`config.mk`:
```
export PLATFORM = sky130hd
export DESIGN_NAME = nat_access_timing
export DESIGN_NICKNAME = d
export VERILOG_FILES = /design/src/nat_pkg.sv /design/src/nat_access_timing.sv
export VERILOG_INCLUDE_DIRS = /design/src
export SDC_FILE = /design/constraint.sdc
export NUM_CORES = 1
export LEC_CHECK = 0
export BUFFER_PORTS_ARGS = -buffer_cell sky130_fd_sc_hd__buf_2
export CORE_MARGIN = 1
export CORE_UTILIZATION = 43
export CTS_CLUSTER_DIAMETER = 200
export DETAILED_ROUTE_END_ITERATION = 12
export GPL_ROUTABILITY_DRIVEN = 1
export PLACE_DENSITY = 0.77
export SKIP_LAST_GASP = 1
export SYNTH_ARGS = -nofsm -noshare
export SYNTH_HDL_FRONTEND = slang
export SYNTH_SLANG_ARGS = --single-unit
```
`constraint.sdc`:
```
create_clock -name clk_i -period 2.6 [get_ports clk_i]
set_clock_uncertainty 0.05 [all_clocks]
set_input_delay 0.26 -clock clk_i [delete_from_list [all_inputs] [get_ports clk_i]]
set_output_delay 0.26 -clock clk_i [all_outputs]
set_load 0.01 [all_outputs]
```
`src/nat_regs.svh`:
```
`ifndef NAT_REGS_SVH
`define NAT_REGS_SVH

// ****************************************************************
// Register map of the access timing block.
// ****************************************************************
`define NAT_CFG_ADDR 32'h6400031C
`define NAT_STAT_ADDR 32'h64000320
`define NAT_CFG_W 11
`define NAT_CFG_RESET 11'h004
`define NAT_EN_BIT 0
`define NAT_SET_LSB 2
`define NAT_SET_MSB 4
`define NAT_ST_BUSY 0
`define NAT_ST_RDY 1
`define NAT_ST_EN 2
`define NAT_ST_SET_LSB 3
`define NAT_ST_SET_MSB 5
`define NAT_SET_RESET 3'h1
`define NAT_RB_IDLE 3'h7

// ****************************************************************
// Phase counts in bus clock cycles, one set per delay setting.
// ****************************************************************
`define NAT_CNT_ONE 6'h01
`define NAT_WR_SETUP 6'h01
`define NAT_HALF_LAST 3'h1
`define NAT_TOT_0 6'h02
`define NAT_TOT_1 6'h03
`define NAT_TOT_2 6'h04
`define NAT_TOT_3 6'h05
`define NAT_TOT_4 6'h06
`define NAT_TOT_5 6'h09
`define NAT_TOT_6 6'h11
`define NAT_TOT_7 6'h20
`define NAT_WACT_0 6'h01
`define NAT_WACT_1 6'h02
`define NAT_WACT_2 6'h02
`define NAT_WACT_3 6'h03
`define NAT_WACT_4 6'h03
`define NAT_WACT_5 6'h05
`define NAT_WACT_6 6'h08
`define NAT_WACT_7 6'h10
`define NAT_RSET_0 6'h01
`define NAT_RSET_1 6'h01
`define NAT_RSET_2 6'h01
`define NAT_RSET_3 6'h01
`define NAT_RSET_4 6'h02
`define NAT_RSET_5 6'h04
`define NAT_RSET_6 6'h09
`define NAT_RSET_7 6'h11

`endif

```
`src/nat_pkg.sv`:
```
package nat_pkg;

    // Phase counts of one delay setting; write hold and read active follow from the total.
    typedef struct packed {
        logic [5:0] total;
        logic [5:0] wr_active;
        logic [5:0] rd_setup;
    } nat_phase_t;

    // One byte access requested by the controller.
    typedef struct packed {
        logic write;
        logic [7:0] data;
    } nat_req_t;

    typedef enum logic {
        NAT_IDLE,
        NAT_BUSY
    } nat_state_t;

endpackage

```
`src/nat_access_timing.sv`:
```
// The implementer's own choice: strobed register access.
`timescale 1ns/100ps
`include "nat_regs.svh"

// How it works
// One delay setting times reads and writes; select low two cycles plus setting for 0-4, the table total above.
// The setting sits at bits 4:2; 0-3 add waits, 4-7 extended modes.
// Codes 0-3 give 2, 3, 4, 5 cycles; code 1 after reset.
// Codes 4-7 give 6, 9, 17 and 32 cycles per access.
// Writes have setup, strobe, hold; settings 0-1 use half-cycle setup and hold.
// Write setup/active/hold follow the table for settings 2 to 7.
// Reads have setup then strobe, no hold; settings 0-3 use one setup cycle.
// Read setup/active follow the table for settings 4 to 7.
// The timing configuration register is write-only, eleven bits, bus clocked.
// With flash enabled the secondary ROM select is the flash select.
// Data is eight bits wide and the pins are shared with other devices.
// Every byte is its own access; strobe only in the active phase.
module nat_access_timing #(
    parameter int ADDR_W = 32,
    parameter int DATA_W = 32
) (
    input wire logic clk_i,
    input wire logic reset_i,
    input wire logic [ADDR_W-1:0] reg_addr_i,
    input wire logic [DATA_W-1:0] reg_wdata_i,
    input wire logic reg_wr_i,
    input wire logic reg_rd_i,
    output logic [DATA_W-1:0] reg_rdata_o,
    input wire logic acc_valid_i,
    input wire nat_pkg::nat_req_t acc_req_i,
    output logic acc_ready_o,
    output logic acc_done_o,
    output logic [7:0] acc_rdata_o,
    output logic secondary_rom_select_n_o,
    output logic flash_we_n_o,
    output logic flash_oe_n_o,
    output logic [7:0] flash_data_o,
    output logic flash_data_oe_o,
    input wire logic [7:0] flash_data_i,
    input wire logic flash_ready_busy_n_i
);

    // ****************************************************************
    // Phase lookup.
    // ****************************************************************

    // Maps a delay setting to its total, write strobe and read setup counts.
    function automatic nat_pkg::nat_phase_t phase_of(input logic [2:0] s);
        nat_pkg::nat_phase_t p;
        case (s)
            3'h0: p = '{`NAT_TOT_0, `NAT_WACT_0, `NAT_RSET_0};
            3'h1: p = '{`NAT_TOT_1, `NAT_WACT_1, `NAT_RSET_1};
            3'h2: p = '{`NAT_TOT_2, `NAT_WACT_2, `NAT_RSET_2};
            3'h3: p = '{`NAT_TOT_3, `NAT_WACT_3, `NAT_RSET_3};
            3'h4: p = '{`NAT_TOT_4, `NAT_WACT_4, `NAT_RSET_4};
            3'h5: p = '{`NAT_TOT_5, `NAT_WACT_5, `NAT_RSET_5};
            3'h6: p = '{`NAT_TOT_6, `NAT_WACT_6, `NAT_RSET_6};
            3'h7: p = '{`NAT_TOT_7, `NAT_WACT_7, `NAT_RSET_7};
            default: p = '{`NAT_TOT_1, `NAT_WACT_1, `NAT_RSET_1};
        endcase
        return p;
    endfunction

    // ****************************************************************
    // State.
    // ****************************************************************
    logic [`NAT_CFG_W-1:0] cfg_reg;
    logic [DATA_W-1:0] rdata_reg;
    nat_pkg::nat_state_t state_reg;
    nat_pkg::nat_state_t state_next;
    logic [5:0] cnt_reg;
    logic [5:0] cnt_next;
    logic [2:0] lat_set_reg;
    logic lat_wr_reg;
    logic sel_n_reg;
    logic sel_n_next;
    logic we_p_n_reg;
    logic we_p_n_next;
    logic we_h_n_reg;
    logic we_h_n_next;
    logic oe_n_reg;
    logic oe_n_next;
    logic [7:0] dout_reg;
    logic doe_reg;
    logic doe_next;
    logic done_reg;
    logic [7:0] rdat_reg;
    logic ready_reg;
    logic [2:0] rb_sync_reg;
    logic rb_reg;

    // ****************************************************************
    // Register decode.
    // ****************************************************************

    // The configuration register answers writes only; reads of it return zero.
    wire cfg_hit = reg_wr_i && (reg_addr_i == ADDR_W'(`NAT_CFG_ADDR));
    wire stat_hit = reg_rd_i && (reg_addr_i == ADDR_W'(`NAT_STAT_ADDR));
    wire [2:0] cfg_set = cfg_reg[`NAT_SET_MSB:`NAT_SET_LSB];
    wire cfg_en = cfg_reg[`NAT_EN_BIT];
    wire busy = (state_reg == nat_pkg::NAT_BUSY);
    wire [DATA_W-1:0] status_word = DATA_W'({lat_set_reg, cfg_en, rb_reg, busy});
    wire [DATA_W-1:0] rdata_next = stat_hit ? status_word : '0;

    // ****************************************************************
    // Access sequencing.
    // ****************************************************************

    // The setting is latched at the start, so a config write mid-access cannot tear timing.
    wire nat_pkg::nat_phase_t cur = phase_of(lat_set_reg);
    // Enable is checked again here, as ready lags a disabling write by one cycle.
    wire start = !busy && ready_reg && cfg_en && acc_valid_i;
    wire last = busy && (cnt_reg == cur.total - `NAT_CNT_ONE);
    wire [2:0] nxt_set = start ? cfg_set : lat_set_reg;
    wire nxt_wr = start ? acc_req_i.write : lat_wr_reg;
    wire nat_pkg::nat_phase_t nxt = phase_of(nxt_set);
    wire nxt_half = nxt_set <= `NAT_HALF_LAST;
    wire in_next = start || (busy && !last);
    wire half_mode = lat_wr_reg && (lat_set_reg <= `NAT_HALF_LAST);

    // Counter and state; the counter indexes the bus cycle inside the access.
    assign state_next = in_next ? nat_pkg::NAT_BUSY : nat_pkg::NAT_IDLE;
    assign cnt_next = start ? 6'h00 : (busy ? cnt_reg + `NAT_CNT_ONE : cnt_reg);

    // Select covers the whole access: total = 2 + setting or the extended figure.
    assign sel_n_next = !in_next;

    // Whole-cycle write strobe: one setup cycle, then the active run, the rest is hold.
    assign we_p_n_next = !(in_next && nxt_wr && !nxt_half && (cnt_next >= `NAT_WR_SETUP)
                           && (cnt_next < `NAT_WR_SETUP + nxt.wr_active));

    // Half-cycle write strobe, sampled on the falling edge: low from 0.5 to active + 0.5.
    assign we_h_n_next = !(busy && half_mode && (cnt_reg < cur.wr_active));

    // Read strobe runs from the end of setup to the end of the select, so no hold.
    assign oe_n_next = !(in_next && !nxt_wr && (cnt_next >= nxt.rd_setup)
                         && (cnt_next < nxt.total));

    // The data pins are driven only while our own write owns the shared bus.
    assign doe_next = in_next && nxt_wr;

    // Only the strobe with half-cycle edges needs the falling-edge flop; the select is static per access.
    assign flash_we_n_o = half_mode ? we_h_n_reg : we_p_n_reg;

    // ****************************************************************
    // Flip-flops.
    // ****************************************************************

    // Configuration register and read port.
    always_ff @(posedge clk_i) begin
        if (reset_i) begin
            cfg_reg <= `NAT_CFG_RESET;
            rdata_reg <= '0;
        end else begin
            if (cfg_hit) begin
                cfg_reg <= reg_wdata_i[`NAT_CFG_W-1:0];
            end
            rdata_reg <= rdata_next;
        end
    end

    // Sequencer core.
    always_ff @(posedge clk_i) begin
        if (reset_i) begin
            state_reg <= nat_pkg::NAT_IDLE;
            cnt_reg <= 6'h00;
            lat_set_reg <= `NAT_SET_RESET;
            lat_wr_reg <= 1'b0;
            ready_reg <= 1'b0;
        end else begin
            state_reg <= state_next;
            cnt_reg <= cnt_next;
            lat_set_reg <= nxt_set;
            lat_wr_reg <= nxt_wr;
            ready_reg <= cfg_en && !in_next;
        end
    end

    // Pin-side outputs, all idle-high or idle-off.
    always_ff @(posedge clk_i) begin
        if (reset_i) begin
            sel_n_reg <= 1'b1;
            we_p_n_reg <= 1'b1;
            oe_n_reg <= 1'b1;
            doe_reg <= 1'b0;
            dout_reg <= 8'h00;
        end else begin
            sel_n_reg <= sel_n_next;
            we_p_n_reg <= we_p_n_next;
            oe_n_reg <= oe_n_next;
            doe_reg <= doe_next;
            if (start) begin
                dout_reg <= acc_req_i.data;
            end
        end
    end

    // Falling-edge half of the write strobe.
    always_ff @(negedge clk_i) begin
        if (reset_i) begin
            we_h_n_reg <= 1'b1;
        end else begin
            we_h_n_reg <= we_h_n_next;
        end
    end

    // Completion and read capture; the byte is sampled on the edge that ends the strobe.
    always_ff @(posedge clk_i) begin
        if (reset_i) begin
            done_reg <= 1'b0;
            rdat_reg <= 8'h00;
        end else begin
            done_reg <= last;
            if (last && !lat_wr_reg) begin
                rdat_reg <= flash_data_i;
            end
        end
    end

    // Ready/busy is asynchronous; a level is taken once stages two and three agree.
    // The line idles high on its pull-up, so reset starts there and shows no false busy.
    always_ff @(posedge clk_i) begin
        if (reset_i) begin
            rb_sync_reg <= `NAT_RB_IDLE;
            rb_reg <= 1'b1;
        end else begin
            rb_sync_reg <= {rb_sync_reg[1:0], flash_ready_busy_n_i};
            if (rb_sync_reg[1] == rb_sync_reg[2]) begin
                rb_reg <= rb_sync_reg[2];
            end
        end
    end

    assign reg_rdata_o = rdata_reg;
    assign acc_ready_o = ready_reg;
    assign acc_done_o = done_reg;
    assign acc_rdata_o = rdat_reg;
    assign secondary_rom_select_n_o = sel_n_reg;
    assign flash_oe_n_o = oe_n_reg;
    assign flash_data_o = dout_reg;
    assign flash_data_oe_o = doe_reg;

    // ****************************************************************
    // Checks.
    // ****************************************************************

    // Cycle counts of low select, write strobe and read strobe, seen at rising edges.
    logic [5:0] sel_len;
    logic [5:0] we_len;
    logic [5:0] oe_len;
    always_ff @(posedge clk_i) begin
        if (reset_i) begin
            sel_len <= 6'h00;
            we_len <= 6'h00;
            oe_len <= 6'h00;
        end else begin
            sel_len <= sel_n_reg ? 6'h00 : sel_len + `NAT_CNT_ONE;
            we_len <= flash_we_n_o ? 6'h00 : we_len + `NAT_CNT_ONE;
            oe_len <= oe_n_reg ? 6'h00 : oe_len + `NAT_CNT_ONE;
        end
    end
endmodule

```
# == Yosys cells after proc, flatten, opt, wreduce, memory -nomap -nowiden ==
# Memories as Yosys holds them, arrays and structs flattened. A register that Yosys moved wholly into a read port is not among the register bits.
# Index checks and enable logic that the tools add are counted.
# classes
addsub,3
order_cmp,7
eq_ne,4
muxes,7
n_bitwise,1
n_reduce_logical,30
# op_table
op,count
$eq A32 B31 Y1 const B,2
$logic_and A1 B1 Y1,19
$lt A6 B6 Y1,3
$mux W6,2
$logic_not A1 Y1,9
$add A1 B6 Y6 const A,1
$add A6 B1 Y6 const B,1
$eq A6 B6 Y1,1
$ge A6 B1 Y1 const B,1
$ge A6 B6 Y1,1
$le A3 B1 Y1 const B,2
$mux W3,2
$sub A6 B1 Y6 const B,1
$mux W1,3
$reduce_or A2 Y1,1
$eq A1 B1 Y1,1
$logic_or A1 B1 Y1,1
$not A1 Y1,1
# totals
register_bits,75
romBits,256
output_inout_bits,54
word_cells,72
mem_count,2
# memory_table
memory,depth,width,rd,rd_clocked_by_memory_dff,write_ports,line_no,text
(no name shown),8,16,1,0,0,nat_access_timing.sv:50,case (s)
(no name shown),8,16,1,1,0,nat_access_timing.sv:50,

# == Longest topological paths before layout ==
# logic_depth
word_depth,11
mapped_depth,16

==> results.md <==
* Final Hold Viols at 0
* Antenna viol nets, final at 0
* Drt drc at 0
* Slew Viols, Final at 0
* CTS tree: yes
* RSZ-0062 raised after global routing: true
* Clock Latency Late Sink at 0.33 ns
* Max Root-Sink Buffers at 2
* Synth Flop Type: dfxtp_1
* Clk slew on worst S/H paths at 0.11 ns
* Register area share after synthesis at 34.4%
* Cell variety after synth at 55
* Clock network power share at 35.7%
* Routed WL per cell at 13.4 um
* Root buf cell: clkbuf_8
* Filler cell count at 653
* Die area at 7940 um2
* Sum Neg Setup Slack at -0.0645 ns
* Max rail drop VDD at 0.223 mV
* Inst Count DP at 571
* Vias at 2928
* Gr ovfl total at 0
* Vias in the first global route at 2670
* Failing checks: negative setup slack
* Crit path max fanout at 1
* Initial core utilization at 44.7%
* PwrDens at 358 nW/um2
* Layout cell share with drive strength beyond 1 at 33.3%
* Setup WS post-layout at -0.0534 ns
* Post-synth top area cell: dfxtp_1
* Input/output buffers at 86
* Leakage power at 1.92 nW
* Seq pwr share at 58.6%
* Max-slew headroom at 63.5%
* P&R area growth vs syn at 25.4%
* Synth area leaders: dfxtp_1, ha_1, nand2_1
* Crit. End Element: output port
* Total GRT Usage at 19.3%
* Core area at 7290 um2
* TritonCTS sink count at 56
* Commonest non-fill, non-tap cell in the layout: buf_2
* Int Power at 1.10 mW
* Area fraction of the dominant cell type after synthesis at 34.4%
* Cell Area, Synth at 3260 um2
* Diode count at 0
* FP Rows at 31
* Commonest non-fill, non-tap cells in the layout: buf_2, nand2_1, dfxtp_1
* Syn_area_per_cell at 8.70 um2
* Layout Nets at 597
* Outcome: finished with violations
* Non-filler instance count after layout at 582
* Crit path launch type: flop
* Worst Path Arrival at 2.34 ns
* IO Pins at 141
* Num CTS Buffers at 5
* Via/cell ratio at 5.03
* Max-cap violations at 0
* DR pass1 iterations at 4
* Hpwl dp at 6160 um
* Critical path required time at 2.29 ns
* CTS H-Tree Depth at 2
* First-pass GRT wire length at 11700 um
* Comb pwr share at 5.8%
* EDFF count, synth at 0
* Starting DRC count in detailed routing at 151
* Die height at 89.1 um
* # setup viols final at 2
* GPL Wtd Cong at 0.850
* Initial antenna violation count at 0
* Ys async rst share at 0%
* Yosys warning count at 0
* Worst-Margin Slew at 0.545 ns
* Sequential cell area at 1130 um2
* Area of the multi-input gates at 1970 um2
* Synthesized flop and latch total at 56
* WS Path Type: flop to output port
* Sw Ratio at 25.1%
* Hold crit path type: input pin to flop
* Net Sw Power at 0.368 mW
* Largest net degree at the start of global routing at 26
* Cells after Synth at 375
* Post-Route WL at 7820 um
* Die Span X at 89.1 um
* Post-CTS Hold Fix Bufs at 0
==> final timing paths <==
check,end,slack [ns],start,depth (start not counted)
setup reg to reg,we_p_n_reg,-0.01,busy,15
hold reg to reg,rb_sync_reg[1],0.37,rb_sync_reg[0],1
setup / recovery,flash_we_n_o,-0.05,we_h_n_reg,2
hold / removal,rb_sync_reg[0],0.06,flash_ready_busy_n_i,2
==> power by group through the flow <==
stage	Clock (mW)	Combinational, mW	Sequential, mW
final	0.522	0.0844	0.858
after global routing	0.568	0.0965	0.858
after CTS	0.537	0.0836	0.858
after detailed placement	0.00481	0.0832	0.878
after global placement	0.00481	0.0823	0.878
after floorplan	0.00481	0.0658	0.878
==> critical path, cell delays in order (launching register included) <==
cell and delay, ns:
dfxtp_1 0.29, mux2_4 0.26, buf_6 0.12
==> cell type report <==
| type | instances | area share (%) |
|---|---|---|
| Clock buffer | 5 | 1.68 |
| Multi-Input combinational cell | 282 | 48.1 |
| Sequential cell | 56 | 27.7 |
| Timing Repair Buffer | 118 | 16.9 |
| Inverter | 18 | 1.77 |
| Tap cell | 99 | 3.03 |
| Clock inverter | 4 | 0.765 |
==> cell usage after synthesis, drive strengths merged, types with 2 or more instances <==
| cell | number |
|---|---|
| dfxtp | 56 |
| nand2 | 56 |
| buf | 36 |
| ha | 28 |
| nor2 | 25 |
| a21oi | 20 |
| inv | 19 |
| mux2i | 16 |
| nor3 | 14 |
| and2 | 8 |
| o21ai | 8 |
| nand3 | 7 |
| xnor2 | 7 |
| xor2 | 7 |
| clkbuf | 6 |
| nand4 | 6 |
| or2 | 6 |
| nor4 | 5 |
| nor4b | 4 |
| and3 | 3 |
| and4 | 3 |
| mux2 | 3 |
| nand2b | 3 |
| a21o | 2 |
| and4b | 2 |
| nor3b | 2 |
| nor4bb | 2 |
| o2111ai | 2 |
| o211ai | 2 |
| o31ai | 2 |
==> layer usage <==
metal | part of all wire [%] | track usage, % | vias up
met1 | 42 | 22.0 | 1347
met2 | 49 | 35.9 | 118
met3 | 6.8 | 4.25 | 14
li1 | - | - | 1449
met5 | 0 | 0 | -
met4 | 1.8 | 6.06 | 0
==> repair_timing <==
action                                  in CTS  in global routing
endpoints found under the setup margin       3                  4
gates resized for setup                     16                  2
pin swaps                                    9                  5
hold endpoints to repair                     0                  0
setup buffers                                2                  1
cloned                                       0                  0
==> cell families (layout without fill, tap and decap cells) <==
kind of cell               after synthesis  in the layout  share of synthesized area [%]
buffers and inverters                   62            145                           11.5
AOI/OAI and AO/OA                       47             47                           9.17
adders and majority gates               28             28                           10.7
and+or+nand+nor                        148            148                           23.8
DFF                                     56             56                           34.4
xor gates and xnor gates                14             14                           4.33
other                                    1             26                          0.115
muxes                                   19             19                           5.95
==> through the flow <==
stage | area (um2) | power (mW) | setup WS [ns] | util (%) | hold WS, ns
detailed placement | 3880 | 0.967 | -0.114 | 53.2 | 0.349
floorplan | 3420 | 0.949 | 0.00249 | - | 0.314
finish | 4090 | 1.46 | -0.0534 | 56.1 | 0.0600
global placement | 3880 | 0.966 | -0.0787 | 53.2 | 0.345
CTS | 4080 | 1.48 | -0.0589 | 55.9 | 0.0508
global route | 4090 | 1.52 | -0.163 | 56.1 | 0.0620
(Power assumes the default switching activity.)
